`config.mk`:
```
export PLATFORM = sky130hd
export DESIGN_NAME = uart_irq_modem
export DESIGN_NICKNAME = d
export VERILOG_FILES = /design/src/uart_irq_modem_pkg.sv /design/src/uart_irq_modem.sv
export VERILOG_INCLUDE_DIRS = /design/src
export SDC_FILE = /design/constraint.sdc
export NUM_CORES = 1
export LEC_CHECK = 0
export ABC_AREA = 1
export BUFFER_PORTS_ARGS = -buffer_cell sky130_fd_sc_hd__buf_2
export CAP_MARGIN = 0
export CORE_ASPECT_RATIO = 0.5
export CORE_UTILIZATION = 56
export DETAILED_ROUTE_END_ITERATION = 7
export HOLD_SLACK_MARGIN = 0.15
export PLACE_DENSITY = 0.94
export RECOVER_POWER = 50
export SKIP_LAST_GASP = 1
export SYNTH_ARGS = -nofsm -noshare
export SYNTH_HDL_FRONTEND = slang
export SYNTH_SLANG_ARGS = --single-unit
```
`constraint.sdc`:
```
create_clock -name sys_clk -period 7 [get_ports sys_clk]
set_input_delay 0.35 -clock sys_clk [delete_from_list [all_inputs] [get_ports sys_clk]]
set_output_delay 0.35 -clock sys_clk [all_outputs]
set_load 0.01 [all_outputs]
```
`src/uart_irq_modem_params.svh`:
```
// register offsets, field positions, reset values and timing counts
`ifndef UART_IRQ_MODEM_PARAMS_SVH
`define UART_IRQ_MODEM_PARAMS_SVH
`define OFS_IDENT        8'h00
`define OFS_ENABLE       8'h04
`define OFS_MODEM_CTRL   8'h08
`define OFS_MODEM_STAT   8'h0c
`define OFS_SCRATCH      8'h10
`define OFS_FIFO_CTRL    8'h14
`define OFS_RX_READ      8'h18
`define OFS_TX_WRITE     8'h1c
`define OFS_LINK_STAT    8'h20
`define BIT_LOOPBACK     4
`define BIT_FIFO_ENABLE  0
`define RESET_BYTE       8'h00
`define CODE_LINE        3'h3
`define CODE_RXDATA      3'h2
`define CODE_TIMEOUT     3'h6
`define CODE_TXEMPTY     3'h1
`define CODE_MODEM       3'h0
`define TIMEOUT_CHARS    4
`define RESP_OKAY        2'b00
`define RESP_SLVERR      2'b10
`endif

```
`src/uart_irq_modem_pkg.sv`:
```
// types shared by the interrupt and modem control block
package uart_irq_modem_pkg;
  typedef enum logic [1:0] {
    RD_IDLE,
    RD_RESP
  } rd_state_e;
  typedef enum logic [1:0] {
    WR_IDLE,
    WR_RESP
  } wr_state_e;
endpackage

```
`src/uart_irq_modem.sv`:
```
// interrupt priority, identification, enable and modem control/status logic with axi4-lite registers
//
// Design decisions made here: the address map and the AXI4-Lite interface to the registers.
`timescale 1ns/100ps
`include "uart_irq_modem_params.svh"

module uart_irq_modem #(
  parameter int FIFO_DEPTH_W = 5  // level width, counts up to 16
) (
  // clock and reset
  input  wire logic        sys_clk,
  input  wire logic        rst,
  // axi4-lite write address
  input  wire logic [7:0]  s_axi_awaddr,
  input  wire logic        s_axi_awvalid,
  output logic             s_axi_awready,
  // axi4-lite write data
  input  wire logic [31:0] s_axi_wdata,
  input  wire logic [3:0]  s_axi_wstrb,
  input  wire logic        s_axi_wvalid,
  output logic             s_axi_wready,
  // axi4-lite write response
  output logic [1:0]       s_axi_bresp,
  output logic             s_axi_bvalid,
  input  wire logic        s_axi_bready,
  // axi4-lite read address
  input  wire logic [7:0]  s_axi_araddr,
  input  wire logic        s_axi_arvalid,
  output logic             s_axi_arready,
  // axi4-lite read data
  output logic [31:0]      s_axi_rdata,
  output logic [1:0]       s_axi_rresp,
  output logic             s_axi_rvalid,
  input  wire logic        s_axi_rready,
  // receive side status from the receiver and its fifo
  input  wire logic        lineErr,
  input  wire logic        rxDataAvail,
  input  wire logic [FIFO_DEPTH_W-1:0] rxLevel,
  input  wire logic        rxCharDone,
  input  wire logic        rxCharTick,
  // transmit side status from the transmitter and its fifo
  input  wire logic        txFifoEmpty,
  input  wire logic [FIFO_DEPTH_W-1:0] txLevel,
  input  wire logic        txShiftOut,
  input  wire logic        txNearDone,
  // serial and modem pins, active low modem lines
  input  wire logic        serial_rx_pin,
  input  wire logic        ctsN,
  input  wire logic        dsrN,
  input  wire logic        riN,
  input  wire logic        dcdN,
  output logic             serial_tx_pin,
  output logic             dtrN,
  output logic             rtsN,
  output logic             aux1N,
  output logic             aux2N,
  // to the core
  output logic             rxSerialIn,
  output logic             rxFifoRead,
  output logic             txFifoWrite,
  output logic [7:0]       txByte,
  output logic             fifoFlush,
  output logic [1:0]       rxTrigSel,
  output logic             irq_out
);

  // the entire state in one packed struct
  typedef struct packed {
    uart_irq_modem_pkg::rd_state_e rdState;
    uart_irq_modem_pkg::wr_state_e wrState;
    logic        awHave;     // write address caught
    logic        wHave;      // write data caught
    logic [7:0]  awAddr;
    logic [31:0] wData;
    logic [3:0]  wStrb;
    logic [31:0] rData;
    logic [1:0]  rResp;
    logic [1:0]  bResp;
    logic [7:0]  interrupt_enable_mask;
    logic [7:0]  modem_line_control;
    logic [7:0]  scratch_byte;
    logic        fifo_enable_bit;
    logic [1:0]  trigSel;
    logic [3:0]  changeBits;  // cts, dsr, ring, dcd change flags
    logic [3:0]  syncA;       // first synchroniser stage
    logic [3:0]  syncB;       // second synchroniser stage
    logic [3:0]  prevLine;    // last seen modem line level (true sense)
    logic        rxSyncA;
    logic        rxSyncB;
    logic [3:0]  identHeld;   // frozen identification nibble
    logic        identBusy;   // read of identification under way
    logic [3:0]  idleChars;   // character times since rx activity
    logic        timeoutPend;
    logic        txEmptyPend; // tx empty class latched pending
    logic        twoHeld;     // fifo held two bytes since empty rose
    logic        emptyArmed;  // first empty after mode change is immediate
    logic        emptyPrev;
    logic        txDelayed;   // delayed empty indication
    logic        serialTx;
    logic [3:0]  modemOutN;
    logic        rxIn;
    logic        rxPop;
    logic        txPush;
    logic [7:0]  txData;
    logic        flush;
    logic        irq;
  } state_s;

  state_s cur;   // registered state
  state_s nxt;   // next state

  // derived terms
  logic        loop;          // loopback mode
  logic [3:0]  lineNow;       // modem lines in true sense: cts, dsr, ri, dcd
  logic [FIFO_DEPTH_W-1:0] trigLevel;
  logic        lineP;
  logic        rxP;
  logic        txP;
  logic        modemP;
  logic [3:0]  identNow;
  logic        rdIdent;
  logic        rdModem;
  logic        doWrite;
  logic [7:0]  wByte;

  // trigger level decode, used for the rx threshold
  function automatic logic [FIFO_DEPTH_W-1:0] trig_level(input logic [1:0] sel);
    unique case (sel)
      2'b00:   trig_level = FIFO_DEPTH_W'(1);
      2'b01:   trig_level = FIFO_DEPTH_W'(4);
      2'b10:   trig_level = FIFO_DEPTH_W'(8);
      2'b11:   trig_level = FIFO_DEPTH_W'(14);
    endcase
  endfunction

  // priority encode of pending classes into the identification nibble
  function automatic logic [3:0] ident_code(input logic ln, input logic rx, input logic to,
                                             input logic tx, input logic md);
    if (ln) begin
      ident_code = {`CODE_LINE, 1'b0};
    end else if (rx || to) begin
      ident_code = {(to ? `CODE_TIMEOUT : `CODE_RXDATA), 1'b0};
    end else if (tx) begin
      ident_code = {`CODE_TXEMPTY, 1'b0};
    end else if (md) begin
      ident_code = {`CODE_MODEM, 1'b0};
    end else begin
      ident_code = 4'h1;
    end
  endfunction

  // next-state logic
  always_comb begin
    nxt = cur;
    loop = cur.modem_line_control[`BIT_LOOPBACK];
    trigLevel = trig_level(cur.trigSel);
    // loopback feeds control bits back as the modem inputs
    lineNow = loop ? {cur.modem_line_control[3], cur.modem_line_control[2],
                      cur.modem_line_control[0], cur.modem_line_control[1]}
                   : ~cur.syncB;
    // class pending terms gated by enables
    lineP  = cur.interrupt_enable_mask[2] && lineErr;
    rxP    = cur.interrupt_enable_mask[0] &&
             (cur.fifo_enable_bit ? (rxLevel >= trigLevel) : rxDataAvail);
    txP    = cur.interrupt_enable_mask[1] && cur.txEmptyPend;
    modemP = cur.interrupt_enable_mask[3] && (cur.changeBits != 4'h0);
    identNow = ident_code(lineP, rxP, cur.interrupt_enable_mask[0] && cur.timeoutPend, txP, modemP);
    // single-cycle strobes
    nxt.rxPop = 1'b0;
    nxt.txPush = 1'b0;
    nxt.flush = 1'b0;
    rdIdent = 1'b0;
    rdModem = 1'b0;
    doWrite = 1'b0;
    wByte = cur.wData[7:0];
    // pin synchronisers
    nxt.syncA = {dcdN, riN, dsrN, ctsN};
    nxt.syncB = cur.syncA;
    nxt.rxSyncA = serial_rx_pin;
    nxt.rxSyncB = cur.rxSyncA;
    nxt.rxIn = loop ? txShiftOut : cur.rxSyncB;
    nxt.serialTx = loop ? 1'b1 : txShiftOut;
    nxt.modemOutN = loop ? 4'hf : ~cur.modem_line_control[3:0];
    nxt.prevLine = lineNow;
    // read channel
    unique case (cur.rdState)
      uart_irq_modem_pkg::RD_IDLE: begin
        if (s_axi_arvalid) begin
          nxt.rResp = `RESP_OKAY;
          nxt.rdState = uart_irq_modem_pkg::RD_RESP;
          unique case (s_axi_araddr)
            `OFS_IDENT: begin
              rdIdent = 1'b1;
              nxt.identBusy = 1'b1;
              nxt.identHeld = identNow;   // frozen for this access
              nxt.rData = {24'h0, {2{cur.fifo_enable_bit}}, 2'b00, identNow};
            end
            `OFS_ENABLE:     nxt.rData = {24'h0, 4'h0, cur.interrupt_enable_mask[3:0]};
            `OFS_MODEM_CTRL: nxt.rData = {24'h0, 3'h0, cur.modem_line_control[4:0]};
            `OFS_MODEM_STAT: begin
              rdModem = 1'b1;
              nxt.rData = {24'h0, lineNow[3], lineNow[2], lineNow[1], lineNow[0],
                           cur.changeBits[3], cur.changeBits[2], cur.changeBits[1],
                           cur.changeBits[0]};
            end
            `OFS_SCRATCH:    nxt.rData = {24'h0, cur.scratch_byte};
            `OFS_FIFO_CTRL:  nxt.rData = {24'h0, cur.trigSel, 5'h0, cur.fifo_enable_bit};
            `OFS_RX_READ: begin
              nxt.rxPop = 1'b1;
              nxt.rData = 32'h0;
            end
            `OFS_LINK_STAT:  nxt.rData = {28'h0, cur.txDelayed, txFifoEmpty, lineErr, rxDataAvail};
            default: begin
              nxt.rData = 32'h0;
              nxt.rResp = `RESP_SLVERR;
            end
          endcase
        end
      end
      uart_irq_modem_pkg::RD_RESP: begin
        if (s_axi_rready) begin
          nxt.rdState = uart_irq_modem_pkg::RD_IDLE;
          nxt.identBusy = 1'b0;   // access done, indication may move again
        end
      end
    endcase
    // write channel, address and data in either order
    if (cur.wrState == uart_irq_modem_pkg::WR_IDLE) begin
      if (s_axi_awvalid && !cur.awHave) begin
        nxt.awHave = 1'b1;
        nxt.awAddr = s_axi_awaddr;
      end
      if (s_axi_wvalid && !cur.wHave) begin
        nxt.wHave = 1'b1;
        nxt.wData = s_axi_wdata;
        nxt.wStrb = s_axi_wstrb;
      end
      if (cur.awHave && cur.wHave) begin
        doWrite = cur.wStrb[0];
        nxt.bResp = `RESP_OKAY;
        nxt.wrState = uart_irq_modem_pkg::WR_RESP;
        nxt.awHave = 1'b0;
        nxt.wHave = 1'b0;
        if (doWrite) begin
          unique case (cur.awAddr)
            `OFS_ENABLE:     nxt.interrupt_enable_mask = {4'h0, wByte[3:0]};
            `OFS_MODEM_CTRL: nxt.modem_line_control = {3'h0, wByte[4:0]};
            `OFS_SCRATCH:    nxt.scratch_byte = wByte;
            `OFS_FIFO_CTRL: begin
              nxt.fifo_enable_bit = wByte[`BIT_FIFO_ENABLE];
              if (wByte[`BIT_FIFO_ENABLE]) begin
                nxt.trigSel = wByte[7:6];
              end
              if (wByte[`BIT_FIFO_ENABLE] != cur.fifo_enable_bit) begin
                nxt.flush = 1'b1;                  // mode change empties both fifos
                nxt.emptyArmed = 1'b1;
              end
            end
            `OFS_TX_WRITE: begin
              nxt.txPush = 1'b1;
              nxt.txData = wByte;
            end
            `OFS_IDENT, `OFS_MODEM_STAT, `OFS_RX_READ, `OFS_LINK_STAT: ;
            default:         nxt.bResp = `RESP_SLVERR;
          endcase
        end else if (!(cur.awAddr inside {`OFS_IDENT, `OFS_ENABLE, `OFS_MODEM_CTRL, `OFS_MODEM_STAT,
                                          `OFS_SCRATCH, `OFS_FIFO_CTRL, `OFS_RX_READ, `OFS_TX_WRITE,
                                          `OFS_LINK_STAT})) begin
          nxt.bResp = `RESP_SLVERR;
        end
      end
    end else if (s_axi_bready) begin
      nxt.wrState = uart_irq_modem_pkg::WR_IDLE;
    end
    // modem change flags; a new change wins over the clearing read
    if (rdModem) begin
      nxt.changeBits = 4'h0;
    end
    nxt.changeBits[0] = nxt.changeBits[0] | (lineNow[0] ^ cur.prevLine[0]);
    nxt.changeBits[1] = nxt.changeBits[1] | (lineNow[1] ^ cur.prevLine[1]);
    nxt.changeBits[2] = nxt.changeBits[2] | (cur.prevLine[2] & ~lineNow[2]); // ring pin low-to-high
    nxt.changeBits[3] = nxt.changeBits[3] | (lineNow[3] ^ cur.prevLine[3]);
    // receive timeout counter on the character tick
    if (!cur.fifo_enable_bit || rxLevel == '0 || rxCharDone || cur.rxPop) begin
      nxt.idleChars = 4'h0;
      nxt.timeoutPend = 1'b0;
    end else if (rxCharTick && cur.idleChars < 4'(`TIMEOUT_CHARS)) begin
      nxt.idleChars = cur.idleChars + 4'h1;
    end
    if (cur.fifo_enable_bit && rxLevel != '0 && !rxCharDone && !cur.rxPop &&
        cur.idleChars == 4'(`TIMEOUT_CHARS)) begin
      nxt.timeoutPend = 1'b1;
    end
    // transmit empty indication with optional one-character delay
    nxt.emptyPrev = txFifoEmpty;
    if (!txFifoEmpty && txLevel >= FIFO_DEPTH_W'(2)) begin
      nxt.twoHeld = 1'b1;
    end
    if (txFifoEmpty && !cur.emptyPrev) begin
      nxt.twoHeld = 1'b0;
    end
    if (!txFifoEmpty) begin
      nxt.txDelayed = 1'b0;
    end else if (!cur.fifo_enable_bit || cur.twoHeld || cur.emptyArmed || txNearDone) begin
      nxt.txDelayed = 1'b1;
      nxt.emptyArmed = 1'b0;
    end
    // tx empty class: rises with indication, cleared by ident read or write
    if ((rdIdent && identNow == {`CODE_TXEMPTY, 1'b0}) || nxt.txPush) begin
      nxt.txEmptyPend = 1'b0;
    end
    if (cur.txDelayed == 1'b0 && nxt.txDelayed) begin
      nxt.txEmptyPend = 1'b1;      // rise beats a clear in the same cycle
    end
    nxt.irq = (cur.identBusy ? cur.identHeld[0] : identNow[0]) == 1'b0;
  end

  // state register
  always_ff @(posedge sys_clk or posedge rst) begin
    if (rst) begin
      cur <= '0;
      cur.syncA <= 4'hf;
      cur.syncB <= 4'hf;
      cur.prevLine <= 4'h0;
      cur.rxSyncA <= 1'b1;
      cur.rxSyncB <= 1'b1;
      cur.rxIn <= 1'b1;
      cur.serialTx <= 1'b1;
      cur.modemOutN <= 4'hf;
      cur.identHeld <= 4'h1;
      cur.emptyArmed <= 1'b1;
    end else begin
      cur <= nxt;
    end
  end

  // outputs straight from state
  assign s_axi_awready = (cur.wrState == uart_irq_modem_pkg::WR_IDLE) && !cur.awHave;
  assign s_axi_wready  = (cur.wrState == uart_irq_modem_pkg::WR_IDLE) && !cur.wHave;
  assign s_axi_bvalid  = (cur.wrState == uart_irq_modem_pkg::WR_RESP);
  assign s_axi_bresp   = cur.bResp;
  assign s_axi_arready = (cur.rdState == uart_irq_modem_pkg::RD_IDLE);
  assign s_axi_rvalid  = (cur.rdState == uart_irq_modem_pkg::RD_RESP);
  assign s_axi_rdata   = cur.rData;
  assign s_axi_rresp   = cur.rResp;
  assign serial_tx_pin = cur.serialTx;
  assign dtrN          = cur.modemOutN[0];
  assign rtsN          = cur.modemOutN[1];
  assign aux1N         = cur.modemOutN[2];
  assign aux2N         = cur.modemOutN[3];
  assign rxSerialIn    = cur.rxIn;
  assign rxFifoRead    = cur.rxPop;
  assign txFifoWrite   = cur.txPush;
  assign txByte        = cur.txData;
  assign fifoFlush     = cur.flush;
  assign rxTrigSel     = cur.trigSel;
  assign irq_out       = cur.irq;

endmodule

```
==> results of run 1 <==
[sequential cells by signal (all words and copies together), names as in the netlist]
signal         cells
rxFifoRead         1
s_axi_rresp        1
s_axi_rdata        8
cur               69
rxSerialIn         1
txFifoWrite        1
rxTrigSel          2
s_axi_bresp        1
serial_tx_pin      1
fifoFlush          1
aux2N              1
irq_out            1
rtsN               1
dtrN               1
txByte             8
aux1N              1
[cells in the final DEF (no fill, tap or decap), types with 2 or more instances in the layout]
cell	Yosys	layout
o21ai_0	25	26
mux2_2	4	4
a21oi_1	20	20
dfrtp_1	81	81
o211ai_1	2	2
nand3_4	2	2
inv_1	47	46
nand2_1	116	120
nand2_2	7	5
o21ai_1	4	3
nor3_2	3	3
o21ai_2	16	16
nor2_2	4	2
nor2_1	31	34
nand3_1	13	13
clkinvlp_4	0	2
dlygate4sd3_1	0	7
conb_1	1	26
buf_2	1	53
clkbuf_8	0	2
o22ai_1	2	2
nand4_1	10	10
nand3_2	3	3
ha_1	6	6
inv_2	8	8
inv_8	0	2
clkbuf_1	2	34
dfstp_2	18	18
clkbuf_16	0	10
xor2_1	3	3
nor2_4	6	5
o21bai_1	3	3
nor3_4	2	2
nor3_1	2	2
[power groups by stage]
stage                     logic (mW)  registers [mW]  clock network [mW]
after detailed placement       0.328           0.730                   0
after floorplan                0.274           0.718                   0
after global routing           0.350           0.730               0.533
after global placement         0.313           0.726                   0
after CTS                      0.335           0.722               0.516
final                          0.314           0.719               0.509
[final timing paths]
path	slack (ps)	from	endpoint
worst min-delay path	200	txShiftOut	serial_tx_pin
min in group asynchronous	770	rst	cur[28]
worst max-delay path	4800	rst	cur[24]
worst max register to register	5000	cur[160]	cur[22]
max in group sys_clk	5000	cur[160]	cur[22]
worst min register to register	360	cur[44]	cur[40]
[critical path, stage by stage]
cell	delay [ps]
dlygate4sd3_1	530
buf_2	120
clkinvlp_2	650
buf_4	830
[logic make-up after synthesis]
group	Yosys count
flip-flops	99
buffers and inverters	109
adder cells (fa/ha/maj)	6
other	1
XOR/XNOR	3
AO/OA/AOI/OAI	77
multiplexers	6
AND/OR/NAND/NOR	206
[final cells by class]
type                    count  area (sq um)  area share [%]
clock buffers              12           278            5.15
inverters                  56           211            3.92
multi-input cells         324          1760            32.6
clock inverters             4          37.5           0.696
repair buffers             95           470            8.72
flip-flops and latches     99          2500            46.4
well taps                 112           140            2.60
[cells in the mapped netlist, drive strengths merged (2+ instances only)]
library cell	instances	area, sq um
ha	6	75.1
nand2	125	502
dfstp	18	473
xor2	3	26.3
inv	55	206
o21ai	45	285
dfrtp	81	2030
nor2	42	229
o21bai	3	22.5
nand4	12	96.3
nand3	18	130
nor3	7	72.6
o22ai	2	12.5
mux2	5	60.1
o211ai	3	27.5
buf	51	392
a21oi	21	109
clkbuf	2	7.51
[layer usage]
layer | part of all wire (%) | vias to the layer above | GRT usage, % | wire [um]
met5 | 0 | - | 0 | 0
met4 | 1.0 | 0 | 7.33 | 103
met3 | 6.3 | 11 | 5.71 | 641
met2 | 48 | 134 | 41.6 | 4870
met1 | 44 | 1673 | 29.9 | 4500
li1 | - | 1718 | - | -
[metrics by stage]
stage,power [mW],cells
3_3_place_gp,1.04,679
6_report,1.54,702
2_1_floorplan,0.992,532
4_1_cts,1.57,702
5_1_grt,1.61,702
3_5_place_dp,1.06,679
[timing repair]
item                      4_1_cts  5_1_grt
hold buffers                    7        0
gates resized for setup         0        0
hold endpoints to repair       25        0
==> flow_metrics.py, run 1 <==
metrics = {
    "timing": {
        "min_period_over_period_pct": 31.4,
        "rsz0062_at_grt": "no",
        "setup_viol": 0,
        "worst_pin_slew_ps": 1110,
        "clock.fmax_mhz": 455,
        "fin_ws_ps": 4800,
        "clock_skew_ps": 10.7,
        "slew_headroom_pct": 25.3,
        "fin_crit_ps": 2200,
        "finalSetupTns_ps": 0,
        "hold_violations": 0,
        "holdWs_ps": 204,
        "drv_slew": 0,
    },
    "global_route": {
        "grt_pass1_vias": 3346,
        "grt_antenna_before_repair": 0,
        "grt_max_degree": 75,
        "grt_pass1_wl_mm": 16.1,
        "track_usage_pct": 23.8,
        "grt_overflow_total": 0,
    },
    "yosys": {
        "ys_ff_latch": 99,
        "synthMuxAreaShare_pct": 1.46,
        "synth-xor-area-share_pct": 0.547,
        "ys_warn_count": 0,
        "synth_flop_cell": "dfrtp_1",
        "synth-compound-area-share_pct": 9.97,
        "synth-seq-area-share_pct": 52.0,
        "syn_avg_cell_area_sq_um": 9.48,
        "ys_types": 45,
        "syn-cell-area_sq_um": 4810,
        "synth_fa_ha_area_share_pct": 1.56,
        "postSynthCellCount": 507,
        "synth_top_family_by_area": "simple AND/OR/NAND/NOR gates",
        "async_flop_share_pct": 100,
        "post_synth_and_or_nand_nor_area_fraction_pct": 21.7,
        "synth-edff-count": 0,
    },
    "detailed_routing": {
        "wl_per_cell_um": 14.4,
        "via_per_inst": 5.04,
        "drc": 0,
        "ant_nets": 0,
        "drt_iter0_drc": 214,
        "drt_wl_total_mm": 10.1,
        "dr_total_vias": 3536,
        "drt_pre_antenna_iters": 4,
    },
    "floorplan": {
        "start_util_pct": 58.8,
        "die_y_um": 67.5,
        "coreArea_sq_um": 8170,
        "dieArea_sq_um": 8980,
        "die_w_um": 133,
        "ios": 142,
        "rows": 23,
    },
    "placed_design": {
        "dp_hpwl_mm": 7.12,
        "io_buffers": 87,
        "place_congestion": 0.894,
        "pre_cts_ws_ps": 5270,
        "dpl_cell_area_sq_um": 5090,
    },
    "power_and_ir_drop": {
        "p_leak_nw": 2.66,
        "peakVddDrop_mv": 0.231,
        "p_sw_share_pct": 32.0,
        "p_seq_share_pct": 46.6,
        "combPwrFrac_pct": 20.4,
        "power.density_nw_per_um2": 286,
        "p_sw_uw": 493,
        "internal-power_mw": 1.05,
        "clkPwrFrac_pct": 33.0,
    },
    "final_layout": {
        "area_growth_pct": 12.2,
        "fill_cells": 641,
        "drive_gt1_share_pct": 24.4,
        "finish.instance_area_sq_um": 5390,
        "nets": 672,
        "antennaDiodeCount": 0,
        "final_util_pct": 66.0,
    },
    "clocking": {
        "cts_root_buffer": "clkbuf_16",
        "cts_buffers": 9,
        "clock_latency_ps": 350,
        "clk_pin_slew_ps": 70,
        "cts_sinks": 99,
        "cts_max_level": 3,
        "postCtsSetupBuffers": 0,
        "cts_tree": "yes",
        "clock_path_buffers": 2,
    },
    "setup_path": {
        "path_max_fanout": 74,
        "r2r_cells": 6,
        "start_kind": "input pin",
        "critPathKind": "in2async",
        "crit_arrival_ps": 2550,
        "endpoint_kind": "asynchronous set/reset pin",
        "crit_required_ps": 7350,
    },
    "run_status": {
        "run_status": "complete, no violations",
    },
    "hold_path": {
        "hold_path_class": "in2reg",
        "hold_depth": 3,
    },
    "job": {
        "drv_cap": 0,
    },
}
(Power assumes the default switching activity.)
==> run 2, diff against run 1 <==
Settings changed: CORE_UTILIZATION 56 to 52, PLACE_DENSITY 0.94 to 0.88.
Clock period 7 ns to 2.1 ns, I/O delays scaled along.
==> flow_metrics.py, run 2 (same netlist as run 1, synthesis figures left out) <==
metrics = {
    "run_status": {
        "run_status": "complete, no violations",
    },
    "timing": {
        "rsz0062_at_grt": "no",
        "drv_slew": 0,
        "worst_pin_slew_ps": 1110,
        "setup_viol": 0,
        "hold_violations": 0,
        "fin_crit_ps": 1850,
        "clock_skew_ps": 9.94,
        "finalSetupTns_ps": 0,
        "clock.fmax_mhz": 540,
        "slew_headroom_pct": 25.9,
        "fin_ws_ps": 250,
        "min_period_over_period_pct": 88.1,
    },
    "detailed_routing": {
        "ant_nets": 0,
        "drc": 0,
        "dr_total_vias": 3659,
        "via_per_inst": 4.93,
        "drt_wl_total_mm": 10.1,
        "wl_per_cell_um": 13.7,
        "wl_met3_um": 538,
        "drt_iter0_drc": 221,
        "wl_met2_mm": 4.79,
        "highest_layer": "met4",
        "drt-met1-wl_mm": 4.65,
        "drt_pre_antenna_iters": 4,
    },
    "clocking": {
        "cts_root_buffer": "clkbuf_16",
        "cts_sinks": 99,
        "cts_tree": "yes",
        "cts_max_level": 3,
        "clk_pin_slew_ps": 70,
        "clock_path_buffers": 2,
        "clock_latency_ps": 340,
        "cts_buffers": 9,
    },
    "final_layout": {
        "final_common_cell": "nand2_1",
        "top_register": "cur",
        "fill_cells": 714,
        "area_growth_pct": 20.2,
        "layout_common_cells": "nand2_1 (116), dfrtp_1 (81), buf_2 (81), inv_1 (46), dlygate4sd3_1 (38)",
        "finish.instance_area_sq_um": 5780,
        "nets": 707,
        "antennaDiodeCount": 0,
        "drive_gt1_share_pct": 29.1,
        "largest_reg_flops": 69,
        "final_util_pct": 65.5,
    },
    "power_and_ir_drop": {
        "clkPwrFrac_pct": 30.7,
        "internal-power_mw": 3.47,
        "p_leak_nw": 2.91,
        "p_sw_mw": 1.68,
        "p_sw_share_pct": 32.6,
        "p_seq_share_pct": 46.8,
        "combPwrFrac_pct": 22.5,
        "power.density_nw_per_um2": 891,
        "peakVddDrop_mv": 0.692,
    },
    "global_route": {
        "grt_pass1_vias": 3649,
        "track_usage_pct": 23.0,
        "grt_max_degree": 43,
        "grt_overflow_total": 0,
        "grt_antenna_before_repair": 0,
        "grt_pass1_wl_mm": 16.9,
    },
    "floorplan": {
        "dieArea_sq_um": 9660,
        "rows": 24,
        "die_w_um": 138,
        "start_util_pct": 54.5,
        "die_y_um": 70.0,
        "coreArea_sq_um": 8830,
        "ios": 142,
    },
    "setup_path": {
        "path_max_fanout": 5,
        "critPathSlowestCell": "dfrtp_1",
        "cpMostUsedCell": "nand2_1",
        "endpoint_kind": "flop",
        "start_kind": "flop",
        "critPathKind": "reg2reg",
        "slowest_delay_ps": 420,
        "cp_cell_sequence": "inv_1, ha_1, nand2_1, inv_1, nand2_1, nand2_1, nand2_1, nand2_1, nand2_1, nand2_1, nand2_1, nand2_1, nand2_1, nand2_1, nand2_1, nand2_1, nand2_1",
        "crit_arrival_ps": 2070,
        "crit_required_ps": 2320,
    },
    "placed_design": {
        "dp_hpwl_mm": 7.41,
        "io_buffers": 87,
        "pre_cts_ws_ps": 297,
        "place_congestion": 0.935,
        "dpl_cell_area_sq_um": 5130,
    },
    "hold_path": {
        "hold_path_class": "in2reg",
    },
    "job": {
        "drv_cap": 0,
    },
}
## run 2: cell types whose count changed in the layout (fill, tap and decap cells not counted), moves of 2 or more
cell | before | now
buf_2 | 53 | 81
clkbuf_1 | 34 | 8
clkbuf_2 | 0 | 2
clkinv_4 | 0 | 2
dlygate4sd3_1 | 7 | 38
nand2_1 | 120 | 116
nand2_2 | 5 | 7
nand2_4 | 0 | 2
nor2_1 | 34 | 31
nor2_2 | 2 | 5
o21ai_0 | 26 | 24
o21ai_1 | 3 | 5
## run 2: path summary, 6_finish.rpt
kind | cells past startpoint | from | to | slack (ps)
max | 17 | rxTrigSel[0] | s_axi_rdata[1] | 250
min | 4 | s_axi_araddr[5] | rxFifoRead | 180
max reg2reg | 17 | rxTrigSel[0] | s_axi_rdata[1] | 250
min reg2reg | 0 | cur[43] | cur[39] | 360
max in group asynchronous | 4 | rst | s_axi_rdata[3] | 470
min in group asynchronous | 3 | rst | s_axi_rresp[1] | 290
## run 2: per-layer routing
| layer | vias to the layer above | GRT usage, % |
|---|---|---|
| met4 | 0 | 6.64 |
| met2 | 120 | 37.3 |
| li1 | 1792 | - |
| met1 | 1727 | 30.9 |
| met3 | 20 | 5.16 |
| met5 | - | 0 |
## run 2: timing repair
item,in CTS,in global routing
hold buffers,38,1
setup buffers,0,0
resized for setup,0,2
endpoints found under the setup margin,0,6
hold endpoints to repair,116,1
## run 2: critical path: cells and delay by family, from the launching register on
family	cells	cell delay, ps
flops	1	420
fa+ha+maj	1	300
simple gates	14	860
buf+inv	2	150
## run 2: power by group through the flow
| stage | sequential (mW) | combinational, mW | clock, mW |
|---|---|---|---|
| 2_1_floorplan | 2.40 | 0.914 | 0 |
| 3_3_place_gp | 2.42 | 1.06 | 0 |
| 3_5_place_dp | 2.44 | 1.11 | 0 |
| 4_1_cts | 2.41 | 1.17 | 1.61 |
| 5_1_grt | 2.44 | 1.29 | 1.70 |
| 6_report | 2.41 | 1.16 | 1.58 |
## run 2: layout make-up
| type | count | area [sq um] | share of cell area [%] |
|---|---|---|---|
| timing repair buffer | 129 | 830 | 14.4 |
| inverter | 56 | 211 | 3.66 |
| clock inverter | 5 | 45.0 | 0.779 |
| sequential | 99 | 2500 | 43.2 |
| clock buffer | 11 | 243 | 4.20 |
| multi-input combinational | 325 | 1810 | 31.2 |
| tap | 117 | 146 | 2.53 |
## run 2: through the flow
| step | power, mW | std cells | hold slack, ps |
|---|---|---|---|
| after global placement | 3.48 | 687 | 55.0 |
| after global routing | 5.44 | 742 | 191 |
| after CTS | 5.19 | 741 | 176 |
| after floorplan | 3.31 | 532 | 109 |
| after detailed placement | 3.55 | 687 | 55.2 |
| final | 5.15 | 742 | 180 |
